$ cat config.mk
export PLATFORM = sky130hd
export DESIGN_NAME = link_housekeeping
export DESIGN_NICKNAME = d
export VERILOG_FILES = /design/src/shared/link_housekeeping_pkg.sv /design/src/link_housekeeping.sv
export VERILOG_INCLUDE_DIRS = /design/src /design/src/shared
export SDC_FILE = /design/constraint.sdc
export NUM_CORES = 1
export LEC_CHECK = 0
export BUFFER_PORTS_ARGS = -buffer_cell sky130_fd_sc_hd__buf_2
export CAP_MARGIN = 20
export CORE_MARGIN = 5
export CORE_UTILIZATION = 52
export CTS_BUF_LIST = sky130_fd_sc_hd__clkbuf_8
export DETAILED_ROUTE_END_ITERATION = 8
export PLACE_DENSITY = 0.84
export SLEW_MARGIN = 30
export SYNTH_ARGS = -nofsm -noshare
export SYNTH_HDL_FRONTEND = slang
export SYNTH_SLANG_ARGS = --single-unit
export TNS_END_PERCENT = 10
$ cat constraint.sdc
create_clock -name i_clk_sys -period 4.1 [get_ports i_clk_sys]
set_input_delay 1.025 -clock i_clk_sys [delete_from_list [all_inputs] [get_ports i_clk_sys]]
set_output_delay 1.025 -clock i_clk_sys [all_outputs]
set_load 0.01 [all_outputs]
$ cat src/shared/link_housekeeping_cfg.svh
// register offsets, field positions, reset values and timing constants of the link housekeeping block
// assumes the 100 MHz system clock and 8-bit register data
`ifndef LINK_HOUSEKEEPING_CFG_SVH
`define LINK_HOUSEKEEPING_CFG_SVH

// register offsets
`define ADDR_SER_ADDR_COPY   8'h00
`define ADDR_OWN_DEV_ADDR    8'h01
`define ADDR_CTRL_CHAN_EN    8'h04
`define ADDR_OUT_ERR_OPTS    8'h08
`define ADDR_GPIO_STATE      8'h0E
`define ADDR_DET_ERR_CNT     8'h10
`define ADDR_CORR_ERR_CNT    8'h12
`define ADDR_PRBS_ERR_CNT    8'h13

// field positions
`define BIT_FWD_CC_EN        0
`define BIT_REV_CC_EN        1
`define BIT_AUTO_CLR_EN      2
`define BIT_STAGGER_DIS      3
`define BIT_PIN0_IN          0
`define BIT_PIN0_OUT         1
`define BIT_PIN1_IN          2
`define BIT_PIN1_OUT         3

// reset values and the error counter ceiling
`define RST_CC_EN            2'h3
`define RST_PIN_OUT          2'h3
`define RST_AUTO_CLR_EN      1'h0
`define RST_STAGGER_DIS      1'h0
`define ERR_CNT_MAX          8'hFF

// lock supervision: error rate of one in four over a window of symbols
`define WIN_CNT_W            5
`define ERR_WIN_SYMBOLS      5'h10
`define ERR_RATE_DIV         2

// timing, in ns, the clock period and the widths of the two timer counters
`define CLK_PERIOD_NS        10
`define AUTO_CLR_NS          1000
`define REV_HOLD_NS          350000
`define AUTO_CNT_W           8
`define REV_CNT_W            16

// output stagger delays in ps (applied by the output pads)
`define STAG_GRP0_PS         0
`define STAG_GRP1_PS         500
`define STAG_GRP2_PS         1000
`define STAG_GRP3_PS         1500
`define STAG_PCLK_PS         750

`endif

$ cat src/shared/link_housekeeping_pkg.sv
// types of the link housekeeping block: the whole state as one packed struct
// assumes the constants header is on the include path
`include "link_housekeeping_cfg.svh"

package link_housekeeping_pkg;

    // register read answer
    typedef struct packed {
        logic [7:0] data;
        logic       valid;
    } reg_rsp_t;

    // complete state of the block
    typedef struct packed {
        logic [7:0]               ser_addr;
        logic [7:0]               own_addr;
        logic [1:0]               cc_en;
        logic                     auto_clr_en;
        logic                     stagger_dis;
        logic                     stagger_en;
        logic [1:0]               pin_out;
        logic [1:0]               pin_oe;
        logic [1:0]               pin_s1;
        logic [1:0]               pin_s2;
        logic [1:0]               pin_s3;
        logic [1:0]               pin_lvl;
        logic [7:0]               det_cnt;
        logic [7:0]               corr_cnt;
        logic [7:0]               prbs_cnt;
        logic                     lock;
        logic                     lock_out;
        logic                     relock_req;
        logic [`WIN_CNT_W-1:0]    win_sym;
        logic [`WIN_CNT_W-1:0]    win_err;
        logic                     err_drive;
        logic [`AUTO_CNT_W-1:0]   auto_cnt;
        logic                     sen_d;
        logic [`REV_CNT_W-1:0]    rev_cnt;
        logic                     rev_ready;
        logic                     blocked;
        logic                     ack;
        reg_rsp_t                 rsp;
    } hk_state_t;

endpackage

$ cat src/link_housekeeping.sv
// link error monitor and housekeeping registers of the serial-link deserializer
// assumes register accesses arrive already decoded from the control channel, one per cycle,
// and that receiver, PRBS checker and control-channel events are pulses on i_clk_sys
`timescale 1ns/1ps

module link_housekeeping
    import link_housekeeping_pkg::*;
#(
    parameter logic [7:0] SER_ADDR_DEFAULT = 8'h80,  // arbitrary value
    parameter logic [7:0] OWN_ADDR_DEFAULT = 8'h90,  // arbitrary value
    parameter int         REV_HOLD_CYCLES  = `REV_HOLD_NS / `CLK_PERIOD_NS
) (
    // clock and reset
    input  wire logic       i_clk_sys,
    input  wire logic       i_reset,
    input  wire logic       i_power_down_in_n,
    // register access from the control channel
    input  wire logic       i_reg_wr,
    input  wire logic       i_reg_rd,
    input  wire logic [7:0] i_reg_addr,
    input  wire logic [7:0] i_reg_wdata,
    input  wire logic       i_register_write_block,
    output logic      [7:0] o_reg_rdata,
    output logic            o_reg_rvalid,
    // receiver events
    input  wire logic       i_symbol_valid,
    input  wire logic       i_symbol_err,
    input  wire logic       i_det_err,
    input  wire logic       i_corr_err,
    input  wire logic       i_relock_done,
    input  wire logic       i_video_link,
    output logic            o_relock_req,
    output logic            o_lock,
    // error thresholds and PRBS test
    input  wire logic [7:0] i_det_threshold,
    input  wire logic [7:0] i_corr_threshold,
    input  wire logic       i_prbs_mode,
    input  wire logic       i_prbs_err,
    // open-drain error flag
    output logic            o_err_out,
    output logic            o_err_oe,
    // control channel
    input  wire logic       i_serial_link_enable,
    input  wire logic       i_ack_req,
    input  wire logic       i_contention,
    output logic            o_forward_ctrl_chan_en,
    output logic            o_reverse_ctrl_chan_en,
    output logic            o_reverse_ctrl_chan_ready,
    output logic            o_ctrl_ack,
    // open-drain GPIO pins
    input  wire logic [1:0] i_pin_level,
    output logic      [1:0] o_pin_out,
    output logic      [1:0] o_pin_oe,
    // address copies and output staggering
    output logic      [7:0] o_serializer_addr,
    output logic      [7:0] o_own_addr,
    output logic            o_stagger_en
);

    localparam int AUTO_CLR_CYCLES = `AUTO_CLR_NS / `CLK_PERIOD_NS;

    // saturating increment shared by the three error counters
    function automatic logic [7:0] sat_inc(input logic [7:0] cnt, input logic ev);
        sat_inc = (ev && cnt != `ERR_CNT_MAX) ? cnt + 8'h01 : cnt;
    endfunction

    hk_state_t st_ff;
    hk_state_t nxt_st;

    // next-state logic for the whole block
    always_comb begin
        logic clr_det;
        logic clr_corr;
        logic auto_fire;
        logic wr_ok;
        logic [`WIN_CNT_W-1:0] err_n;
        clr_det   = 1'b0;
        clr_corr  = 1'b0;
        auto_fire = 1'b0;
        wr_ok     = 1'b0;
        err_n     = st_ff.win_err;
        nxt_st    = st_ff;

        if (!i_power_down_in_n) begin
            nxt_st.blocked = 1'b0;
        end else if (i_register_write_block) begin
            nxt_st.blocked = 1'b1;
        end
        // a write in the same cycle as the block request still lands
        wr_ok = i_reg_wr && !st_ff.blocked;

        // register writes
        if (wr_ok) begin
            unique case (i_reg_addr)
                `ADDR_SER_ADDR_COPY: nxt_st.ser_addr = i_reg_wdata;
                `ADDR_OWN_DEV_ADDR:  nxt_st.own_addr = i_reg_wdata;
                `ADDR_CTRL_CHAN_EN: begin
                    nxt_st.cc_en = {i_reg_wdata[`BIT_REV_CC_EN], i_reg_wdata[`BIT_FWD_CC_EN]};
                end
                `ADDR_OUT_ERR_OPTS: begin
                    nxt_st.auto_clr_en = i_reg_wdata[`BIT_AUTO_CLR_EN];
                    nxt_st.stagger_dis = i_reg_wdata[`BIT_STAGGER_DIS];
                end
                `ADDR_GPIO_STATE: begin
                    nxt_st.pin_out = {i_reg_wdata[`BIT_PIN1_OUT], i_reg_wdata[`BIT_PIN0_OUT]};
                end
                default: ;
            endcase
        end
        nxt_st.stagger_en = !nxt_st.stagger_dis;
        nxt_st.pin_oe = ~nxt_st.pin_out;

        // pin sampling, a bit changes once stages two and three agree
        nxt_st.pin_s1 = i_pin_level;
        nxt_st.pin_s2 = st_ff.pin_s1;
        nxt_st.pin_s3 = st_ff.pin_s2;
        for (int i = 0; i < 2; i++) begin
            if (st_ff.pin_s2[i] == st_ff.pin_s3[i]) begin
                nxt_st.pin_lvl[i] = st_ff.pin_s3[i];
            end
        end

        if (i_reg_rd) begin
            clr_det  = (i_reg_addr == `ADDR_DET_ERR_CNT);
            clr_corr = (i_reg_addr == `ADDR_CORR_ERR_CNT);
        end

        // auto clear timer runs while flag is driven, except in PRBS mode
        if (st_ff.auto_clr_en && !i_prbs_mode && st_ff.err_drive) begin
            if (st_ff.auto_cnt == `AUTO_CNT_W'(AUTO_CLR_CYCLES - 1)) begin
                auto_fire       = 1'b1;
                nxt_st.auto_cnt = '0;
            end else begin
                nxt_st.auto_cnt = st_ff.auto_cnt + `AUTO_CNT_W'(1);
            end
        end else begin
            nxt_st.auto_cnt = '0;
        end

        // lock supervision over a window of symbols
        if (st_ff.lock) begin
            if (i_symbol_valid) begin
                err_n = st_ff.win_err + `WIN_CNT_W'(i_symbol_err);
                if (st_ff.win_sym == `ERR_WIN_SYMBOLS - `WIN_CNT_W'(1)) begin
                    // rate of a quarter or more drops lock; the window size is scaled down rather
                    // than the error count up, so a full window of errors cannot overflow the compare
                    nxt_st.lock    = err_n < (`ERR_WIN_SYMBOLS >> `ERR_RATE_DIV);
                    nxt_st.win_sym = '0;
                    nxt_st.win_err = '0;
                end else begin
                    nxt_st.win_sym = st_ff.win_sym + `WIN_CNT_W'(1);
                    nxt_st.win_err = err_n;
                end
            end
        end else if (i_relock_done) begin
            nxt_st.lock    = 1'b1;
            nxt_st.win_sym = '0;
            nxt_st.win_err = '0;
        end
        // registered copy so the relock request leaves straight from a flip-flop
        nxt_st.relock_req = !nxt_st.lock;

        // lock, read or auto clear zero counters
        if (clr_det || auto_fire || (i_relock_done && !st_ff.lock)) begin
            nxt_st.det_cnt = '0;
        end
        if (clr_corr || auto_fire || (i_relock_done && !st_ff.lock)) begin
            nxt_st.corr_cnt = '0;
        end
        if (i_prbs_mode) begin
            nxt_st.det_cnt  = '0;
            nxt_st.corr_cnt = '0;
        end else if (st_ff.lock) begin
            // count while locked, frozen otherwise; an event beats a clear
            nxt_st.det_cnt  = sat_inc(nxt_st.det_cnt, i_det_err);
            nxt_st.corr_cnt = sat_inc(nxt_st.corr_cnt, i_corr_err);
        end
        if (i_reg_rd && i_reg_addr == `ADDR_PRBS_ERR_CNT) begin
            nxt_st.prbs_cnt = '0;
        end
        nxt_st.prbs_cnt = sat_inc(nxt_st.prbs_cnt, i_prbs_mode && i_prbs_err);

        if (i_prbs_mode) begin
            nxt_st.err_drive = (st_ff.prbs_cnt != 8'h00);
        end else begin
            nxt_st.err_drive = (st_ff.det_cnt > i_det_threshold) || (st_ff.corr_cnt > i_corr_threshold);
        end

        // lock shown for video link only
        nxt_st.lock_out = st_ff.lock && i_video_link;

        // reverse channel hold after link toggle
        nxt_st.sen_d = i_serial_link_enable;
        if (i_serial_link_enable != st_ff.sen_d) begin
            nxt_st.rev_cnt = `REV_CNT_W'(REV_HOLD_CYCLES);
        end else if (st_ff.rev_cnt != '0) begin
            nxt_st.rev_cnt = st_ff.rev_cnt - `REV_CNT_W'(1);
        end
        nxt_st.rev_ready = (nxt_st.rev_cnt == '0) && nxt_st.cc_en[`BIT_REV_CC_EN];

        nxt_st.ack = i_ack_req && !i_contention;

        // register reads, answered one cycle later; reserved bits read zero
        nxt_st.rsp.valid = i_reg_rd;
        nxt_st.rsp.data  = 8'h00;
        if (i_reg_rd) begin
            unique case (i_reg_addr)
                `ADDR_SER_ADDR_COPY: nxt_st.rsp.data = st_ff.ser_addr;
                `ADDR_OWN_DEV_ADDR:  nxt_st.rsp.data = st_ff.own_addr;
                `ADDR_CTRL_CHAN_EN:  nxt_st.rsp.data = {6'h00, st_ff.cc_en};
                `ADDR_OUT_ERR_OPTS: begin
                    nxt_st.rsp.data = {4'h0, st_ff.stagger_dis, st_ff.auto_clr_en, 2'h0};
                end
                `ADDR_GPIO_STATE: begin
                    nxt_st.rsp.data = {4'h0, st_ff.pin_out[1], st_ff.pin_lvl[1], st_ff.pin_out[0], st_ff.pin_lvl[0]};
                end
                `ADDR_DET_ERR_CNT:   nxt_st.rsp.data = st_ff.det_cnt;
                `ADDR_CORR_ERR_CNT:  nxt_st.rsp.data = st_ff.corr_cnt;
                `ADDR_PRBS_ERR_CNT:  nxt_st.rsp.data = st_ff.prbs_cnt;
                default:             nxt_st.rsp.data = 8'h00;
            endcase
        end
    end

    // state register; power-down input is taken as a plain level on this clock
    always_ff @(posedge i_clk_sys) begin
        if (i_reset) begin
            st_ff             <= '0;
            st_ff.ser_addr    <= SER_ADDR_DEFAULT;
            st_ff.own_addr    <= OWN_ADDR_DEFAULT;
            st_ff.cc_en       <= `RST_CC_EN;
            st_ff.auto_clr_en <= `RST_AUTO_CLR_EN;
            st_ff.stagger_dis <= `RST_STAGGER_DIS;
            st_ff.stagger_en  <= 1'b1;
            st_ff.pin_out     <= `RST_PIN_OUT;
            st_ff.pin_lvl     <= 2'h3;
            // sync stages start at the pulled-up idle level, so reset shows no false low pin
            st_ff.pin_s1      <= 2'h3;
            st_ff.pin_s2      <= 2'h3;
            st_ff.pin_s3      <= 2'h3;
            st_ff.relock_req  <= 1'b1;
            st_ff.rev_ready   <= 1'b1;
        end else begin
            st_ff <= nxt_st;
        end
    end

    // outputs, all from the state register except the open-drain data, which is tied always low
    assign o_reg_rdata               = st_ff.rsp.data;
    assign o_reg_rvalid              = st_ff.rsp.valid;
    assign o_relock_req              = st_ff.relock_req;
    assign o_lock                    = st_ff.lock_out;
    assign o_err_out                 = 1'b0;
    assign o_err_oe                  = st_ff.err_drive;
    assign o_forward_ctrl_chan_en    = st_ff.cc_en[`BIT_FWD_CC_EN];
    assign o_reverse_ctrl_chan_en    = st_ff.cc_en[`BIT_REV_CC_EN];
    assign o_reverse_ctrl_chan_ready = st_ff.rev_ready;
    assign o_ctrl_ack                = st_ff.ack;
    assign o_pin_out                 = 2'h0;
    assign o_pin_oe                  = st_ff.pin_oe;
    assign o_serializer_addr         = st_ff.ser_addr;
    assign o_own_addr                = st_ff.own_addr;
    // pads apply group delays when set
    assign o_stagger_en              = st_ff.stagger_en;

endmodule

== After elaboration in Yosys (flattened, before gate mapping) ==
Index checks and enable logic that the tools add are counted.

* Flip-flop bits (word level): 108
* Input bits: 51
* Output and inout port bits: 38
* Logic and storage cells: 126

* $add $sub $neg: 7
* $lt $le $gt $ge: 3
* Eq/ne operators: 16
* Mux-type cells: 28
* Bitwise logic cells: 4
* Reduce and logical (&&, ||, !) cells: 37

{| class="wikitable"
|+ Operator list
! cell !! number
|-
| 8-bit one-hot mux with 8 select lines || 1
|-
| 16-bit two-way mux || 3
|-
| 8-bit two-way mux || 6
|-
| 10-bit two-way mux || 4
|-
| 8-bit by 1-bit adder with 8-bit output (second input constant) || 4
|-
| 8-bit by 5-bit equality test with 1-bit output (second input constant) || 3
|-
| 8-bit inequality test (second input constant) || 3
|-
| 8-bit by 4-bit equality test with 1-bit output (second input constant) || 2
|-
| 8-bit > comparator || 2
|-
| 16-bit logical NOT || 1
|-
| 16-bit nonzero test || 1
|-
| 16-bit by 1-bit subtractor with 16-bit output (second input constant) || 1
|-
| 1-bit logical AND || 12
|-
| 2-bit AND reduction || 5
|-
| 1-bit two-way mux || 9
|-
| 8-bit by 1-bit equality test with 1-bit output (second input constant) || 1
|-
| 8-bit by 3-bit equality test with 1-bit output (second input constant) || 1
|-
| 8-bit by 7-bit equality test with 1-bit output (second input constant) || 1
|-
| 8-bit logical NOT || 1
|-
| 2-bit two-way mux || 4
|-
| 8-bit nonzero test || 1
|-
| 1-bit logical NOT || 6
|-
| 2-bit OR reduction || 3
|-
| 5-bit by 1-bit adder with 5-bit output || 1
|-
| 12 further kinds || 19
|}

== Logic depth before layout (Yosys ltp) ==
* Depth in word-level cells: 11
* Gate-level depth with buffers: 12
* Gate-level depth less buffers: 12

== Worst setup path before layout ==
Ideal clock, no wire load.

* Path type: input port to flip-flop
* From: input port i_reg_addr[5]
* To: register st_ff[66] in the netlist's numbering
* Setup time: 0.117 ns
* Data arrival time: 3.417 ns
* Required time: 3.983 ns
* Path slack: 0.566 ns
* Stages: 11
* Path buffers: 0
* Cell sequence: nor3_1 > nand4_1 > o21a_1 > and2_1 > ha_1 > nand3_1 > nor2_1 > or3b_2 > nor3_1 > xnor2_1 > nor2_1

* Longest elaborated chain between the ends: 9
* Elaborated cells on any way between the ends: 10
* Those cells by class: add/sub (1); eq/ne (2); mux (4); reduce/logical (3)

{| class="wikitable"
|+ RTL lines
! what !! line !! RTL
|-
| from (decl) || link_housekeeping.sv:20 || <nowiki>input wire logic [7:0] i_reg_addr,</nowiki>
|-
| 8-bit by 5-bit equality test with 1-bit output (*) || n/a ||
|-
| 1-bit two-way mux (*) || link_housekeeping.sv:123 || <nowiki>if (i_reg_rd) begin</nowiki>
|-
| 1-bit logical OR (*) (2 in a row) || link_housekeeping.sv:167 || <nowiki>if (clr_corr || auto_fire || (i_relock_done && !st_ff.lock)) begin</nowiki>
|-
| 8-bit two-way mux (*) || link_housekeeping.sv:167 ||
|-
| parallel branches: the longest is 3 deep, another holds 8-bit by 1-bit adder with 8-bit output || n/a ||
|-
| 16-bit two-way mux (*) || link_housekeeping.sv:173 || <nowiki>end else if (st_ff.lock) begin</nowiki>
|-
| to (signal assigned) || link_housekeeping.sv:244 || <nowiki>st_ff <= nxt_st;</nowiki>
|-
| to (decl) || link_housekeeping.sv:67 || <nowiki>hk_state_t st_ff;</nowiki>
|}

Every way passes the cells marked *.
A chain may end at the register's enable or synchronous reset.

== Worst setup path in the final report ==
* From: input port i_reg_addr[2]
* To: register st_ff[65] in the netlist's numbering

The elaborated chain is that of the path after synthesis.

==> reports/metrics.yaml <==
timing:
  fin_crit_ns: 3.503
  rsz0062_at_grt: "no"
  relSlewSlack_pct: 53.27
  fmax_mhz: 285.5
  drv_slew: 0
  hold_slack_ns: 0.4278
  fin_crit_sh_pct: 85.44
  worst_slew_pin_slew_ns: 0.6945
  final.setup_skew_ns: 0.01303
  finalHoldViolCount: 0
  fin_tns_setup_ns: 0
  finalSetupViolCount: 0
clocking:
  insertion_delay_ns: 0.38
  cts_buffer_depth: 2
  cts_hold_buf: 0
  h-tree-depth: 3
  clkSlewWorstSetupHoldPaths_ns: 0.10
  cts_sinks: 108
  numCtsBuffers: 9
  cts-root-buf: "clkbuf_8"
  cts_post_setup_buffers_inserted: 0
  postCtsResizedCells: 0
  cts_tree: "yes"
logic_synthesis:
  yosysMostFrequentCell: "dfxtp_1"
  yosys_warnings: 0
  synth_async_sr_flop_share_pct: 0
  synth_common_cells: "dfxtp_1, nor2_1, nand2_1"
  synth-main-ff-cell: "dfxtp_1"
  yosys.area.top_type: "dfxtp_1"
  yosysUniqueCellTypes: 61
  synth_seq_cells: 108
  synth_area_leaders: "dfxtp_1, nor2_1, ha_1, buf_4, xnor2_1"
  synth-edff-count: 0
  yosysSeqAreaShare_pct: 37.99
  synth.avg_cell_area_um2: 8.445
  yosysTopAreaCellShare_pct: 37.99
  syn-instance-count: 674
  syn_area_mm2: 0.005692
pwr:
  powerDensity_mw_per_mm2: 319.5
  power.leakage_nw: 2.586
  finalPower_mw: 1.992
  ir_drop_v: 0.0001700
global_routing:
  overflow: 0
  grt_usage_pct: 21.52
  antenna_found_initial: 1
  grt_pass1_vias: 5079
  grt_pass1_wl_um: 23240
  grt_max_degree: 33
place:
  portBuffers: 85
  gp_congestion: 0.8852
  dp_hpwl_um: 10550
floorplanning:
  placementRows: 38
  design.die.area_mm2: 0.01314
  fp.dieH_um: 114.6
  start_util_pct: 52.74
  io-pin-count: 89
  coreArea_mm2: 0.01079
  die_width_um: 114.6
final_layout:
  fillCellCount: 925
  final_nets: 808
  regArea_mm2: 0.002162
  area_growth_pct: 9.541
  drive_above_1_share_pct: 18.89
  multiInputGateArea_mm2: 0.003146
  fin_util_pct: 57.77
  diodes: 0
route:
  vias: 5064
  drtIter0Drc: 489
  wl_per_cell_um: 15.86
  viasPerCell: 5.781
  ant_nets: 0
  route.detailed.drc: 0
  wl_um: 13890
  dr.pass1.iters: 5
setup_path:
  critPathArrivalTime_ns: 3.77
  cpMostUsedCell: "nor2_1"
  path_class: "in -> reg"
  r2r_cells: 12
  critPathRequiredTime_ns: 4.37
  crit_chain: "buf_2 > nor3b_1 > nand4_1 > o21a_1 > and2_1 > ha_1 > nand3_1 > nor2_1 > or3b_2 > nor3_1 > xnor2_1 > nor2_1"
  cp.buffers_inverters: 1
  cp-end-kind: "flop"
  startpoint_type: "primary input"
  path_delay_family: "simple AND/OR/NAND/NOR gates"
  r2r_end: "st_ff[65]"
  reg2reg_from: "st_ff[29]"
  cpPeakStageDelay_ns: 0.52
  reg2reg_slack_ns: 1.08
  critPathMaxFanout: 7
  critPathSlowestCell: "or3b_2"
run:
  max_cap_violations: 0
worst_hold_path:
  whs_path_depth: 1
  hold_start: "nxt_st[79]"
  hold_class: "reg -> reg"
  hold_end: "nxt_st[77]"
outcome:
  status: "finished clean"
[report_power, final]
group / internal [mW] / switching [mW]
combinational: 0.127 / 0.178
clock: 0.218 / 0.367
sequential: 1.07 / 0.0282
[worst register-to-register path: stages, from the launching register on]
cell and delay [ns]:
dfxtp_1 0.40, ha_1 0.25, and4b_1 0.23, a31oi_1 0.19, o21a_1 0.24, and2_1 0.20
ha_1 0.23, nand3_1 0.09, nor2_1 0.06, or3b_2 0.52, nor3_1 0.28, xnor2_1 0.15
nor2_1 0.05
[layout by cell type (no fill, tap or decap), drive strengths merged, types with 14 or more instances in the layout]
master  synthesis  routed
ha             25      25
nand2          49      49
o21ai          16      16
a21oi          32      32
nand3          35      35
inv            27      29
nor3           26      26
nand4          14      14
nor2b          17      17
a22oi          15      15
dfxtp         108     108
nor2           84      84
buf            31      93
mux2i          17      17
xnor2          22      22
[cell type report]
cell class                 count  area share (%)
multi-input combinational    493           50.45
sequential                   108           34.68
timing repair buffer          93           7.786
tap                          140           2.810
clock buffer                   9           1.987
inverter                      27           1.626
clock inverter                 6          0.6623
[logic make-up after synthesis]
group | share of synthesized area, %
flip-flops | 37.99
XOR/XNOR | 5.386
adder cells (fa/ha/maj) | 5.672
AO/OA/AOI/OAI | 13.04
other | 0.06589
buffers and inverters | 7.012
multiplexers | 4.375
AND/OR/NAND/NOR | 26.47
[worst max-delay path by stage]
stage / startpoint / end / slack, ns / cells past startpoint
after floorplan: i_reg_addr[5] / st_ff[66] / 0.57 / 11
after global routing: i_reg_addr[2] / st_ff[64] / 0.37 / 12
after CTS: i_reg_addr[2] / st_ff[65] / 0.65 / 12
after detailed placement: i_reg_addr[2] / st_ff[64] / 0.32 / 12
after global placement: i_reg_addr[2] / st_ff[65] / 0.42 / 12
final: i_reg_addr[2] / st_ff[65] / 0.60 / 12
[registers in the layout, summed over array words and instances, names as in the netlist]
signal / count
o_reg_rdata: 8
o_forward_ctrl_chan_en: 1
st_ff: 69
o_reverse_ctrl_chan_en: 1
o_own_addr: 8
o_relock_req: 1
o_reverse_ctrl_chan_ready: 1
o_serializer_addr: 8
o_pin_oe: 2
o_stagger_en: 1
o_err_oe: 1
o_ctrl_ack: 1
nxt_st: 4
o_lock: 1
o_reg_rvalid: 1
[layer usage]
| metal | global-route usage, % | routed length (um) |
|---|---|---|
| met1 | 26.17 | 5798 |
| met2 | 37.02 | 6717 |
| met3 | 4.863 | 1063 |
| met4 | 7.997 | 298 |
| met5 | 0 | 13 |
[stage by stage]
stage	instance area [um^2]	setup WS, ns	std cells
final	6235	0.5968	876
after global routing	6235	0.3742	876
after detailed placement	6062	0.3178	861
after floorplan	5699	0.5663	676
after global placement	6062	0.4161	861
after CTS	6227	0.6521	876
(Power assumes the default switching activity.)
